File: src/design/pdma_attr_pkg.sv
// shared types and constants for the inbound dma attribute assignment block
package pdma_attr_pkg;

    // memory types
    localparam logic [1:0] MT_DEVICE = 2'h0;
    localparam logic [1:0] MT_NORMAL = 2'h1;

    // cacheability codes
    localparam logic [1:0] CA_NC = 2'h0;
    localparam logic [1:0] CA_WT = 2'h1;
    localparam logic [1:0] CA_WB = 2'h2;

    // shareability codes
    localparam logic [1:0] SH_NON = 2'h0;
    localparam logic [1:0] SH_INNER = 2'h1;
    localparam logic [1:0] SH_OUTER = 2'h2;

    // request kinds
    localparam logic [1:0] KIND_READ = 2'h0;
    localparam logic [1:0] KIND_WRITE = 2'h1;
    localparam logic [1:0] KIND_MSI = 2'h2;
    localparam logic [1:0] KIND_IO = 2'h3;

    localparam int ADDR_W = 64;
    localparam int IO_W = 32;
    localparam int TAG_W = 8;

    typedef struct packed {
        logic [1:0] memType;
        logic [1:0] innerCache;
        logic [1:0] outerCache;
        logic [1:0] share;
        logic readAlloc;
        logic writeAlloc;
        logic noMerge;
    } pdma_attr_t;

    localparam pdma_attr_t ATTR_INIT = '{MT_NORMAL, CA_WB, CA_WB, SH_OUTER,
        1'b0, 1'b0, 1'b0};

    typedef struct packed {
        logic [1:0] kind;
        logic [ADDR_W-1:0] addr;
        logic [TAG_W-1:0] tag;
        logic noSnoop;
        logic procHint;
        logic translated;
        logic hintValid;
        pdma_attr_t hintAttr;
    } pdma_req_t;

    typedef struct packed {
        logic [1:0] kind;
        logic [ADDR_W-1:0] addr;
        logic [TAG_W-1:0] tag;
        pdma_attr_t attr;
    } pdma_out_t;

    typedef enum logic [1:0] {
        PDMA_IDLE = 2'b00,
        PDMA_MMU = 2'b01,
        PDMA_OUT = 2'b10
    } pdma_state_t;

endpackage

File: src/design/pdma_attr_assign.sv
// attribute assignment stage for inbound pcie dma requests
`timescale 1ns/1ps
// Behaviour
// - coherent io path joins the same inner shareable domain as processors
// - without io coherency, requests may leave processor caches unsnooped
// - stage order is free if the result equals the sequential flow
// - requests are never merged or altered on intermediate attributes
// - a mode exists where translated attribute hints are ignored
// - every request starts normal, write-back inner and outer, outer shareable
// - processing hint set gives read or write allocate
// - no-snoop set replaces attributes with normal non-cacheable
// - non-cacheable attributes are always outer shareable
// - current attributes go to the system mmu with the request
// - mmu output attributes replace the request attributes wholly
// - target windows may override or ignore assigned attributes
// - msi writes stay ordered after earlier writes on this path
// - msi writes never merge and never allocate in caches while overrideEnable is set
// - peer mmio targets keep pcie rules and region properties
// - io shareability domain holds no cache outside the processors' domain
// - legacy io maps one-to-one onto a host physical window
// - legacy io window is fixed by straps, no driver needed
module pdma_attr_assign #(
    parameter logic [pdma_attr_pkg::ADDR_W-1:0] IO_WINDOW_BASE = 64'h0000_0000_F000_0000,
    parameter logic [pdma_attr_pkg::ADDR_W-1:0] MMIO_BASE = 64'h0000_0000_4000_0000,
    parameter logic [pdma_attr_pkg::ADDR_W-1:0] MMIO_LIMIT = 64'h0000_0000_7FFF_FFFF,
    parameter logic [pdma_attr_pkg::ADDR_W-1:0] MSI_BASE = 64'h0000_0000_0800_0000,
    parameter logic [pdma_attr_pkg::ADDR_W-1:0] MSI_LIMIT = 64'h0000_0000_0800_FFFF
) (
    input wire logic core_clk,
    input wire logic sys_rst,
    // configuration levels
    input wire logic ioCoherent,
    input wire logic mmuPresent,
    input wire logic ignoreHints,
    input wire logic overrideEnable,
    // inbound request
    input wire logic reqValid,
    output logic reqReady,
    input wire pdma_attr_pkg::pdma_req_t reqData,
    // system mmu
    output logic mmuValid,
    output pdma_attr_pkg::pdma_out_t mmuData,
    input wire logic mmuReady,
    input wire logic mmuDone,
    input wire pdma_attr_pkg::pdma_attr_t mmuAttr,
    // towards interconnect
    output logic outValid,
    output pdma_attr_pkg::pdma_out_t outData,
    input wire logic outReady,
    // outstanding posted writes still unacknowledged downstream
    input wire logic writesPending
);

    // ------------------------------------------------------------
    // attribute stages
    // ------------------------------------------------------------

    // non-cacheable anywhere means outer shareable
    // coherency comes in as an argument so a continuous caller
    // re-evaluates whenever the level changes
    function automatic pdma_attr_pkg::pdma_attr_t fixShare(
        input pdma_attr_pkg::pdma_attr_t a,
        input logic coherent
    );
        pdma_attr_pkg::pdma_attr_t r;
        r = a;
        if (a.innerCache == pdma_attr_pkg::CA_NC || a.outerCache == pdma_attr_pkg::CA_NC ||
            a.memType == pdma_attr_pkg::MT_DEVICE) begin
            r.share = pdma_attr_pkg::SH_OUTER;
        end
        // without coherency there is no inner domain to join
        if (!coherent && r.share == pdma_attr_pkg::SH_INNER) begin
            r.share = pdma_attr_pkg::SH_OUTER;
        end
        return r;
    endfunction

    function automatic logic inRange(input logic [pdma_attr_pkg::ADDR_W-1:0] a,
                                     input logic [pdma_attr_pkg::ADDR_W-1:0] lo,
                                     input logic [pdma_attr_pkg::ADDR_W-1:0] hi);
        return (a >= lo) && (a <= hi);
    endfunction

    // ------------------------------------------------------------
    // target view
    // ------------------------------------------------------------

    // a target that must keep its own properties: device, uncached,
    // outer shareable, never allocated and never merged
    function automatic pdma_attr_pkg::pdma_attr_t targetAttr(
        input pdma_attr_pkg::pdma_attr_t a
    );
        pdma_attr_pkg::pdma_attr_t r;
        r = a;
        r.memType = pdma_attr_pkg::MT_DEVICE;
        r.innerCache = pdma_attr_pkg::CA_NC;
        r.outerCache = pdma_attr_pkg::CA_NC;
        r.share = pdma_attr_pkg::SH_OUTER;
        // allocation would let an interrupt write linger in a cache
        r.readAlloc = 1'b0;
        r.writeAlloc = 1'b0;
        r.noMerge = 1'b1;
        return r;
    endfunction

    pdma_attr_pkg::pdma_attr_t initAttr;
    pdma_attr_pkg::pdma_attr_t snoopAttr;
    pdma_attr_pkg::pdma_attr_t preMmu;
    pdma_attr_pkg::pdma_attr_t postMmu;
    pdma_attr_pkg::pdma_attr_t finalAttr;
    pdma_attr_pkg::pdma_out_t held;
    pdma_attr_pkg::pdma_out_t next_held;
    pdma_attr_pkg::pdma_state_t state;
    pdma_attr_pkg::pdma_state_t next_state;
    logic isWrite;
    logic isMsi;
    logic hitMsi;
    logic hitMmio;
    logic msiBlocked;
    logic [pdma_attr_pkg::ADDR_W-1:0] mappedAddr;
    logic [pdma_attr_pkg::ADDR_W-1:0] ioOffset;
    logic msiTarget;
    logic mmioTarget;

    // ------------------------------------------------------------
    // initial attributes
    // ------------------------------------------------------------

    // initial stage; translated hints only alter anything when not ignored
    // a hint replaces the whole word, allocation bits included;
    // in the ignore mode the plain initial and hint results stand
    always_comb begin
        initAttr = pdma_attr_pkg::ATTR_INIT;
        initAttr.readAlloc = reqData.procHint && (reqData.kind == pdma_attr_pkg::KIND_READ);
        initAttr.writeAlloc = reqData.procHint && (reqData.kind != pdma_attr_pkg::KIND_READ);
        if (reqData.translated && reqData.hintValid && !ignoreHints) begin
            initAttr = reqData.hintAttr;
        end
    end

    // ------------------------------------------------------------
    // no-snoop override
    // ------------------------------------------------------------

    // no-snoop override replaces type and cacheability
    // allocation hints survive: only type and cacheability are named
    always_comb begin
        snoopAttr = initAttr;
        if (reqData.noSnoop) begin
            snoopAttr.memType = pdma_attr_pkg::MT_NORMAL;
            snoopAttr.innerCache = pdma_attr_pkg::CA_NC;
            snoopAttr.outerCache = pdma_attr_pkg::CA_NC;
        end
    end

    assign preMmu = fixShare(snoopAttr, ioCoherent);

    // ------------------------------------------------------------
    // legacy io
    // ------------------------------------------------------------

    // legacy io is a plain offset into a fixed window, no setup needed
    assign ioOffset = {{(pdma_attr_pkg::ADDR_W-pdma_attr_pkg::IO_W){1'b0}},
        reqData.addr[pdma_attr_pkg::IO_W-1:0]};
    assign mappedAddr = (reqData.kind == pdma_attr_pkg::KIND_IO) ?
        (IO_WINDOW_BASE | ioOffset) : reqData.addr;

    // ------------------------------------------------------------
    // mmu stage
    // ------------------------------------------------------------

    // mmu replaces everything; translated requests bypass it
    // outside the mmu cycle the held word stands: the pre-mmu result, or the mmu answer once taken
    assign postMmu = (state == pdma_attr_pkg::PDMA_MMU) ? mmuAttr : held.attr;

    // ------------------------------------------------------------
    // target decode
    // ------------------------------------------------------------

    assign isMsi = held.kind == pdma_attr_pkg::KIND_MSI;
    assign isWrite = held.kind != pdma_attr_pkg::KIND_READ;
    assign hitMsi = isMsi || (isWrite && inRange(held.addr, MSI_BASE, MSI_LIMIT));
    assign hitMmio = inRange(held.addr, MMIO_BASE, MMIO_LIMIT);

    // msi decode wins so a write into both windows stays an interrupt
    assign msiTarget = overrideEnable && hitMsi;
    assign mmioTarget = overrideEnable && hitMmio && !hitMsi;

    // ------------------------------------------------------------
    // target overrides
    // ------------------------------------------------------------

    // target overrides are last so they win over the mmu
    always_comb begin
        finalAttr = fixShare(postMmu, ioCoherent);
        if (msiTarget) begin
            finalAttr = targetAttr(finalAttr);
        end else if (mmioTarget) begin
            // bar windows keep device ordering whatever the earlier stages said
            finalAttr = targetAttr(finalAttr);
        end
        // coherent domain must never see non-shareable attributes from io
        if (ioCoherent && finalAttr.share == pdma_attr_pkg::SH_NON) begin
            finalAttr.share = pdma_attr_pkg::SH_INNER;
        end
    end

    // ------------------------------------------------------------
    // request sequencing
    // ------------------------------------------------------------

    // one request in flight: nothing can be merged before attributes settle
    // this costs throughput, traded for a path with no reordering hazard
    assign reqReady = (state == pdma_attr_pkg::PDMA_IDLE);
    assign mmuValid = (state == pdma_attr_pkg::PDMA_MMU);
    assign mmuData = held;
    // msi waits until every earlier write has drained
    // the wait is combinational so the flag is honoured the same cycle
    assign msiBlocked = hitMsi && writesPending;
    assign outValid = (state == pdma_attr_pkg::PDMA_OUT) && !msiBlocked;

    always_comb begin
        next_state = state;
        next_held = held;
        case (state)
            pdma_attr_pkg::PDMA_IDLE: begin
                if (reqValid) begin
                    next_held.kind = reqData.kind;
                    next_held.addr = mappedAddr;
                    next_held.tag = reqData.tag;
                    next_held.attr = preMmu;
                    // translated requests are not re-translated
                    if (mmuPresent && !reqData.translated) begin
                        next_state = pdma_attr_pkg::PDMA_MMU;
                    end else begin
                        next_state = pdma_attr_pkg::PDMA_OUT;
                    end
                end
            end
            pdma_attr_pkg::PDMA_MMU: begin
                // mmu may take several cycles; the answer is taken in the cycle with mmuReady together with mmuDone
                if (mmuReady && mmuDone) begin
                    next_held.attr = postMmu;
                    next_state = pdma_attr_pkg::PDMA_OUT;
                end
            end
            pdma_attr_pkg::PDMA_OUT: begin
                // outValid already folds in the msi wait
                if (outValid && outReady) begin
                    next_state = pdma_attr_pkg::PDMA_IDLE;
                end
            end
            default: begin
                // unused code falls back to idle
                next_state = pdma_attr_pkg::PDMA_IDLE;
            end
        endcase
    end

    // ------------------------------------------------------------
    // state register
    // ------------------------------------------------------------

    always_ff @(posedge core_clk) begin
        if (sys_rst) begin
            state <= pdma_attr_pkg::PDMA_IDLE;
            held <= '0;
        end else begin
            state <= next_state;
            held <= next_held;
        end
    end

    // ------------------------------------------------------------
    // output register
    // ------------------------------------------------------------

    // final attributes registered so data stays stable under back-pressure
    always_ff @(posedge core_clk) begin
        if (sys_rst) begin
            outData <= '0;
        end else begin
            outData.kind <= held.kind;
            outData.addr <= held.addr;
            outData.tag <= held.tag;
            outData.attr <= finalAttr;
        end
    end

endmodule

File: config.mk
export PLATFORM = sky130hd
export DESIGN_NAME = pdma_attr_assign
export DESIGN_NICKNAME = d
export VERILOG_FILES = /design/src/design/pdma_attr_pkg.sv /design/src/design/pdma_attr_assign.sv
export SDC_FILE = /design/constraint.sdc
export NUM_CORES = 1
export LEC_CHECK = 0
export BUFFER_PORTS_ARGS = -buffer_cell sky130_fd_sc_hd__buf_2
export CORE_UTILIZATION = 45
export DETAILED_ROUTE_END_ITERATION = 7
export PLACE_DENSITY_LB_ADDON = 0.08
export SLEW_MARGIN = 20
export SYNTH_ARGS = -nofsm -noshare
export SYNTH_HDL_FRONTEND = slang
export SYNTH_SLANG_ARGS = --single-unit
File: constraint.sdc
create_clock -name core_clk -period 2 [get_ports core_clk]
set_input_delay 0.2 -clock core_clk [delete_from_list [all_inputs] [get_ports core_clk]]
set_output_delay 0.2 -clock core_clk [all_outputs]
set_load 0.05 [all_outputs]
# Word-level counts from Yosys, hierarchy flattened
# Index checks and enable logic that the tools add are counted.
[word_totals] register_bits=172 inputBits=111 output_inout_bits=173 elab_cells=99
[op_classes] magnitude_cmp=4 n_eq_ne=9 muxes=19 reduce_logical=45
[ops] operator="64-bit by 28-bit greater-or-equal comparator with 1-bit output, second input constant" n=1
[ops] operator="64-bit by 31-bit greater-or-equal comparator with 1-bit output, second input constant" n=1
[ops] operator="64-bit by 28-bit <= comparator with 1-bit output, second input constant" n=1
[ops] operator="64-bit by 31-bit <= comparator with 1-bit output, second input constant" n=1
[ops] operator="64-bit 2-to-1 mux" n=1
[ops] operator="11-bit 2-to-1 mux" n=4
[ops] operator="11-bit one-hot mux with 2 select lines" n=1
[ops] operator="1-bit logical AND" n=18
[ops] operator="2-bit zero test" n=9
[ops] operator="2-bit 2-to-1 mux" n=8
[ops] operator="5-bit 2-to-1 mux" n=2
[ops] operator="2-bit by 1-bit equality test with 1-bit output, second input constant" n=3
[ops] operator="2-bit equality test, second input constant" n=3
[ops] operator="6-bit 2-to-1 mux" n=1
[ops] operator="2-bit one-hot mux with 3 select lines" n=1
[ops] operator="3-bit AND reduction" n=2
[ops] operator="2-bit nonzero test" n=3
[ops] operator="1-bit zero test" n=5
[ops] operator="1-bit logical OR" n=5
[ops] operator="2-bit by 1-bit != test with 1-bit output, second input constant" n=2
[ops] operator="3-bit OR reduction" n=1
[ops] operator="2-bit != test, second input constant" n=1
[ops] operator="2-bit AND reduction" n=1
[ops] operator="2-bit OR reduction" n=1
[ops] operator="1-bit 2-to-1 mux" n=1

# Depth between registers and ports, before layout
[depth] depth_word=14 depth_mapped=9 ltp_nobuf=6

# Worst setup path before layout
# Ideal clock, no wire load.
[synth_timing] path_kind="register -> register" from="register state[0]" to="register held (netlist bit mmuData[53])" setup_ps=61 arrival_time_ps=1984 t_required_ps=1939 slack_ps=-44 path_stages_with_launch=6 cell_sequence="dfxtp_1 -> nor2_1 -> nand2_1 -> a211oi_2 -> buf_2 -> a22o_1"
[synth_between] elab_chain_len=2
[synth_rtl] item="start: declaration" line_no="pdma_attr_assign.sv:113" text="pdma_attr_pkg::pdma_state_t state;"
[synth_rtl] item="start signal: assignment" line_no="pdma_attr_assign.sv:266" text="state <= pdma_attr_pkg::PDMA_IDLE;"
[synth_rtl] item="start signal: assignment" line_no="pdma_attr_assign.sv:269" text="state <= next_state;"
[synth_rtl] item="2-bit zero test"
[synth_rtl] item="via reqReady" line_no="pdma_attr_assign.sv:38" text="output logic reqReady,"
[synth_rtl] item="2-bit AND reduction (no source line)"
[synth_rtl] item="end signal: assignment" line_no="pdma_attr_assign.sv:270" text="held <= next_held;"
[synth_rtl] item="end: declaration" line_no="pdma_attr_assign.sv:111" text="pdma_attr_pkg::pdma_out_t held;"
# The timed path passes the listed nets, and every way through them passes these cells.
# A chain may end at the register's enable or synchronous reset.

# Worst setup path in the final report
[layout_timing] from="register held (netlist bit mmuData[49])" to="output port outValid"
[layout_between] elab_chain_len=7 word_cells_on_any_way=8 classes_between="order compare: 2; reduce/logical: 6"
[layout_rtl] item="64-bit by 28-bit greater-or-equal comparator with 1-bit output / 64-bit by 28-bit <= comparator with 1-bit output (equally long branches)" line_no="pdma_attr_assign.sv:81" text="return (a >= lo) && (a <= hi);"
[layout_rtl] item="1-bit logical AND *" line_no="pdma_attr_assign.sv:81"
[layout_rtl] item="1-bit logical AND *" line_no="pdma_attr_assign.sv:182" text="assign hitMsi = isMsi || (isWrite && inRange(held.addr, MSI_BASE, MSI_LIMIT));"
[layout_rtl] item="1-bit logical OR *" line_no="pdma_attr_assign.sv:182"
[layout_rtl] item="1-bit logical AND *" line_no="pdma_attr_assign.sv:219" text="assign msiBlocked = hitMsi && writesPending;"
[layout_rtl] item="1-bit zero test *" line_no="pdma_attr_assign.sv:220" text="assign outValid = (state == pdma_attr_pkg::PDMA_OUT) && !msiBlocked;"
[layout_rtl] item="1-bit logical AND *" line_no="pdma_attr_assign.sv:220"
[layout_rtl] item="end: declaration" line_no="pdma_attr_assign.sv:47" text="output logic outValid,"
# Mark *: on every way between the ends. The rest lies on a longest branch, timed or not.

==> metrics.txt <==
TritonCTS buffer count=17; dominant register cell in the synthesized netlist=dfxtp_1; Critical Path, Cell by Cell=nor4_4 > buf_4 > nand4_1 > nor4_2 > o21ai_1 > and2_1 > buf_6; Fmax=431 MHz; largest family of logic cells by synthesized area=simple AND/OR/NAND/NOR gates; area taken by multi-input logic gates=2160 sq um; largest net degree at the start of global routing=56; Critical Path Start Type=flip-flop; Die Height=115 microns; mean area per synthesized cell=9.75 sq um; Synth cell types=42; P&R area growth vs syn=47.7%; Initial DRT Pass Iterations=4; Final setup violation count=1; CP peak stage delay=330 ps; Final #Nets=1027; max-cap violations=0; drt total wl=16800 microns; CTS tree=built; RSZ-0062 raised after global routing=yes; clk_lat worst skew=420 ps; post-route clock skew=5.22 ps; hold_sp=reqData[76]; clock root cell=clkbuf_16; GPL Wtd Cong=0.864; H-tree level count=4; setup ws final=-318 ps; Setup CP Type=flip-flop to output pin; register bit total from synthesis=172; Post-DP HPWL=11600 microns; Post-DRT Antenna Nets=0; WL/cell=15.3 microns; run status=finished, violations left; Placed Cells incl. Taps=1029; reg2reg end=outData[7]$_SDFF_PP0_; Setup TNS Final=-318 ps; leakage power=4.06 nW; vias in the first global route=4911; Iter 0 DRT Violations=289; Chip Width=115 microns; maximum vdd ir drop=0.720 mV; post-synthesis compound-gate area fraction=0.150; IO Pins=284; clock transition at the registers of the reported paths=60 ps; r2r setup slk=60 ps; Slew @ Worst Pin=581 ps; failing checks=negative setup slack; DRC errors left=0; Clock Sinks=172; cells on worst reg2reg path=9; Remaining Overflow, GRT=0; synthesized net count=696; initial core utilization=0.469; mux cell area share after synthesis=0.00351; final non-filler cell total=1098; Slew Viols, Final=0; P per Cell Area=1030 nW/um^2; final worst-path cycle share=1.16; sequential-to-total area share from yosys stat=0.604; Simple-Gate Fraction of Synth Area=0.210; YS warnings=0; Post-Syn Area=5700 sq um; required time of the critical path=1800 ps; DR vias=5390; # rows=40; Fin. Hold Viols=0; Post-Synth XOR/XNOR Area=0; cell count after synthesis=585; WHS Path Cells=2; sequential cell area=3450 sq um; Die ar.=13100 sq um; share of synthesized registers carrying an async set or reset=0; Slowest cell on crit path=dfxtp_2; Worst slew margin=0.613; Power Total=8.64 mW; EDFF count, synth=0; CP Capture Type=output pin; core area=12200 sq um; critical path fanouts, max=2; Hold Path Class=input port to flip-flop; global-route wire length before repair=25100 microns; Max Root-Sink Buffers=2; fraction of layout cells with a size suffix above 1=0.402; Worst R2R Start=mmuData[81]$_SDFFE_PP0P_; area share of fa/ha/maj cells after synthesis=0; PortBufs=283; fill cell count=989; critical path arrival=2120 ps; worst hold path endpoint=mmuData[72]$_SDFFE_PP0P_; via/cell ratio=4.91; Total GRT Usage=0.252; initial antenna violation count=0; post-route minimum period=2320 ps
-- registers in the layout (all words and copies together), names as in the netlist --
| name | flops |
|---|---|
| state | 2 |
| outData | 85 |
| mmuData | 85 |
-- cell usage in the layout (no fill, tap or decap), drive strengths merged, types with 3 or more instances in the layout --
master       instances
nor3                10
nor2b               77
and2                 3
nor4                12
inv                  6
dlygate4sd3         32
o22ai                3
a211oi               5
a22o                32
clkbuf              19
dfxtp              172
nand2              104
a21oi               62
buf                318
nor2                23
o21ai               12
clkinv               7
nand3                3
nor4b                3
a31oi                3
-- metrics by stage --
stage | hold slack, ps | instance area [sq um] | setup WS [ps] | utilization
after floorplan | 300 | 5710 | 70.4 | -
after global placement | 401 | 7410 | 22.2 | 0.609
after detailed placement | 410 | 7410 | 1.72 | 0.609
after CTS | 0.259 | 8420 | -298 | 0.692
after global routing | 4.28 | 8420 | -403 | 0.692
final | 17.8 | 8420 | -318 | 0.692
-- cell type report --
| cell class | instances | share of cell area |
|---|---|---|
| Sequential cell | 172 | 0.409 |
| Multi-Input combinational cell | 372 | 0.256 |
| Timing Repair Buffer | 350 | 0.240 |
| Clock buffer | 19 | 0.0538 |
| Tap cell | 168 | 0.0250 |
| Clock inverter | 13 | 0.0138 |
| Inverter | 3 | 0.00134 |
| Antenna cell | 1 | 0.000297 |
-- worst max path at each step --
stage               depth (start not counted)  endpoint  slack, ps                      from
detailed placement                          6  outValid          2  mmuData[35]$_SDFFE_PP0P_
finish                                      7  outValid       -320  mmuData[49]$_SDFFE_PP0P_
global placement                            6  outValid         20  mmuData[37]$_SDFFE_PP0P_
CTS                                         7  outValid       -300  mmuData[81]$_SDFFE_PP0P_
global route                                7  outValid       -400  mmuData[49]$_SDFFE_PP0P_
floorplan                                   5  outValid         70  mmuData[46]$_SDFFE_PP0P_
-- critical path: cells and delay by family (launching register included) --
family / cells / cell delay (ps)
simple gates: 4 / 940
buf+inv: 2 / 310
compound gates: 1 / 120
flops: 1 / 330
-- cell usage after synthesis (2+ instances only) --
cell type  count  area, sq um
clkbuf_1      16         60.1
a211oi_1       4         30.0
o22ai_1        3         18.8
a31oi_1        3         18.8
nor4b_1        2         17.5
buf_1          3         11.3
nand4_1        2         12.5
nor2b_1       77          482
nand2b_1       2         12.5
nand3_1        3         15.0
nor4_1        12         75.1
nor3_1         9         45.0
o311ai_1       2         17.5
nand2_1      104          390
o21ai_0        6         30.0
inv_1          2         7.51
buf_2         15         75.1
dfxtp_1      172         3440
nor2_1        23         86.3
o21ai_1        6         30.0
and2_1         3         18.8
a22o_1        32          280
a21oi_1       62          310
buf_4          3         22.5
mux2i_1        2         20.0
-- where the power goes --
part / total [mW] / leakage [nW] / switching, mW / internal, mW
Sequential: 3.76 / 1.41 / 0.129 / 3.63
Clock: 3.12 / 0.281 / 1.34 / 1.79
Combinational: 1.75 / 2.37 / 1.23 / 0.528
Total: 8.64 / 4.06 / 2.69 / 5.95
-- timing repair --
action | 4_1_cts | 5_1_grt
hold buffers | 32 | 0
endpoints found under the setup margin | 1 | 12
hold endpoints to repair | 32 | 0
pin swaps | 5 | 4
setup buffers | 7 | 1
gates cloned | 0 | 0
resized for setup | 16 | 4
-- cell families after synthesis --
group,Yosys count
compound gates,129
buf+inv,41
flops,172
mux,2
simple gates,241
-- routing by layer --
metal / share of wire / routed length (microns) / global-route usage
met5: 0 / 0 / 0
met1: 0.41 / 6850 / 0.293
met3: 0.073 / 1220 / 0.0688
met4: 0.021 / 348 / 0.0970
met2: 0.50 / 8340 / 0.441
Power figures use the tool's default switching activity.
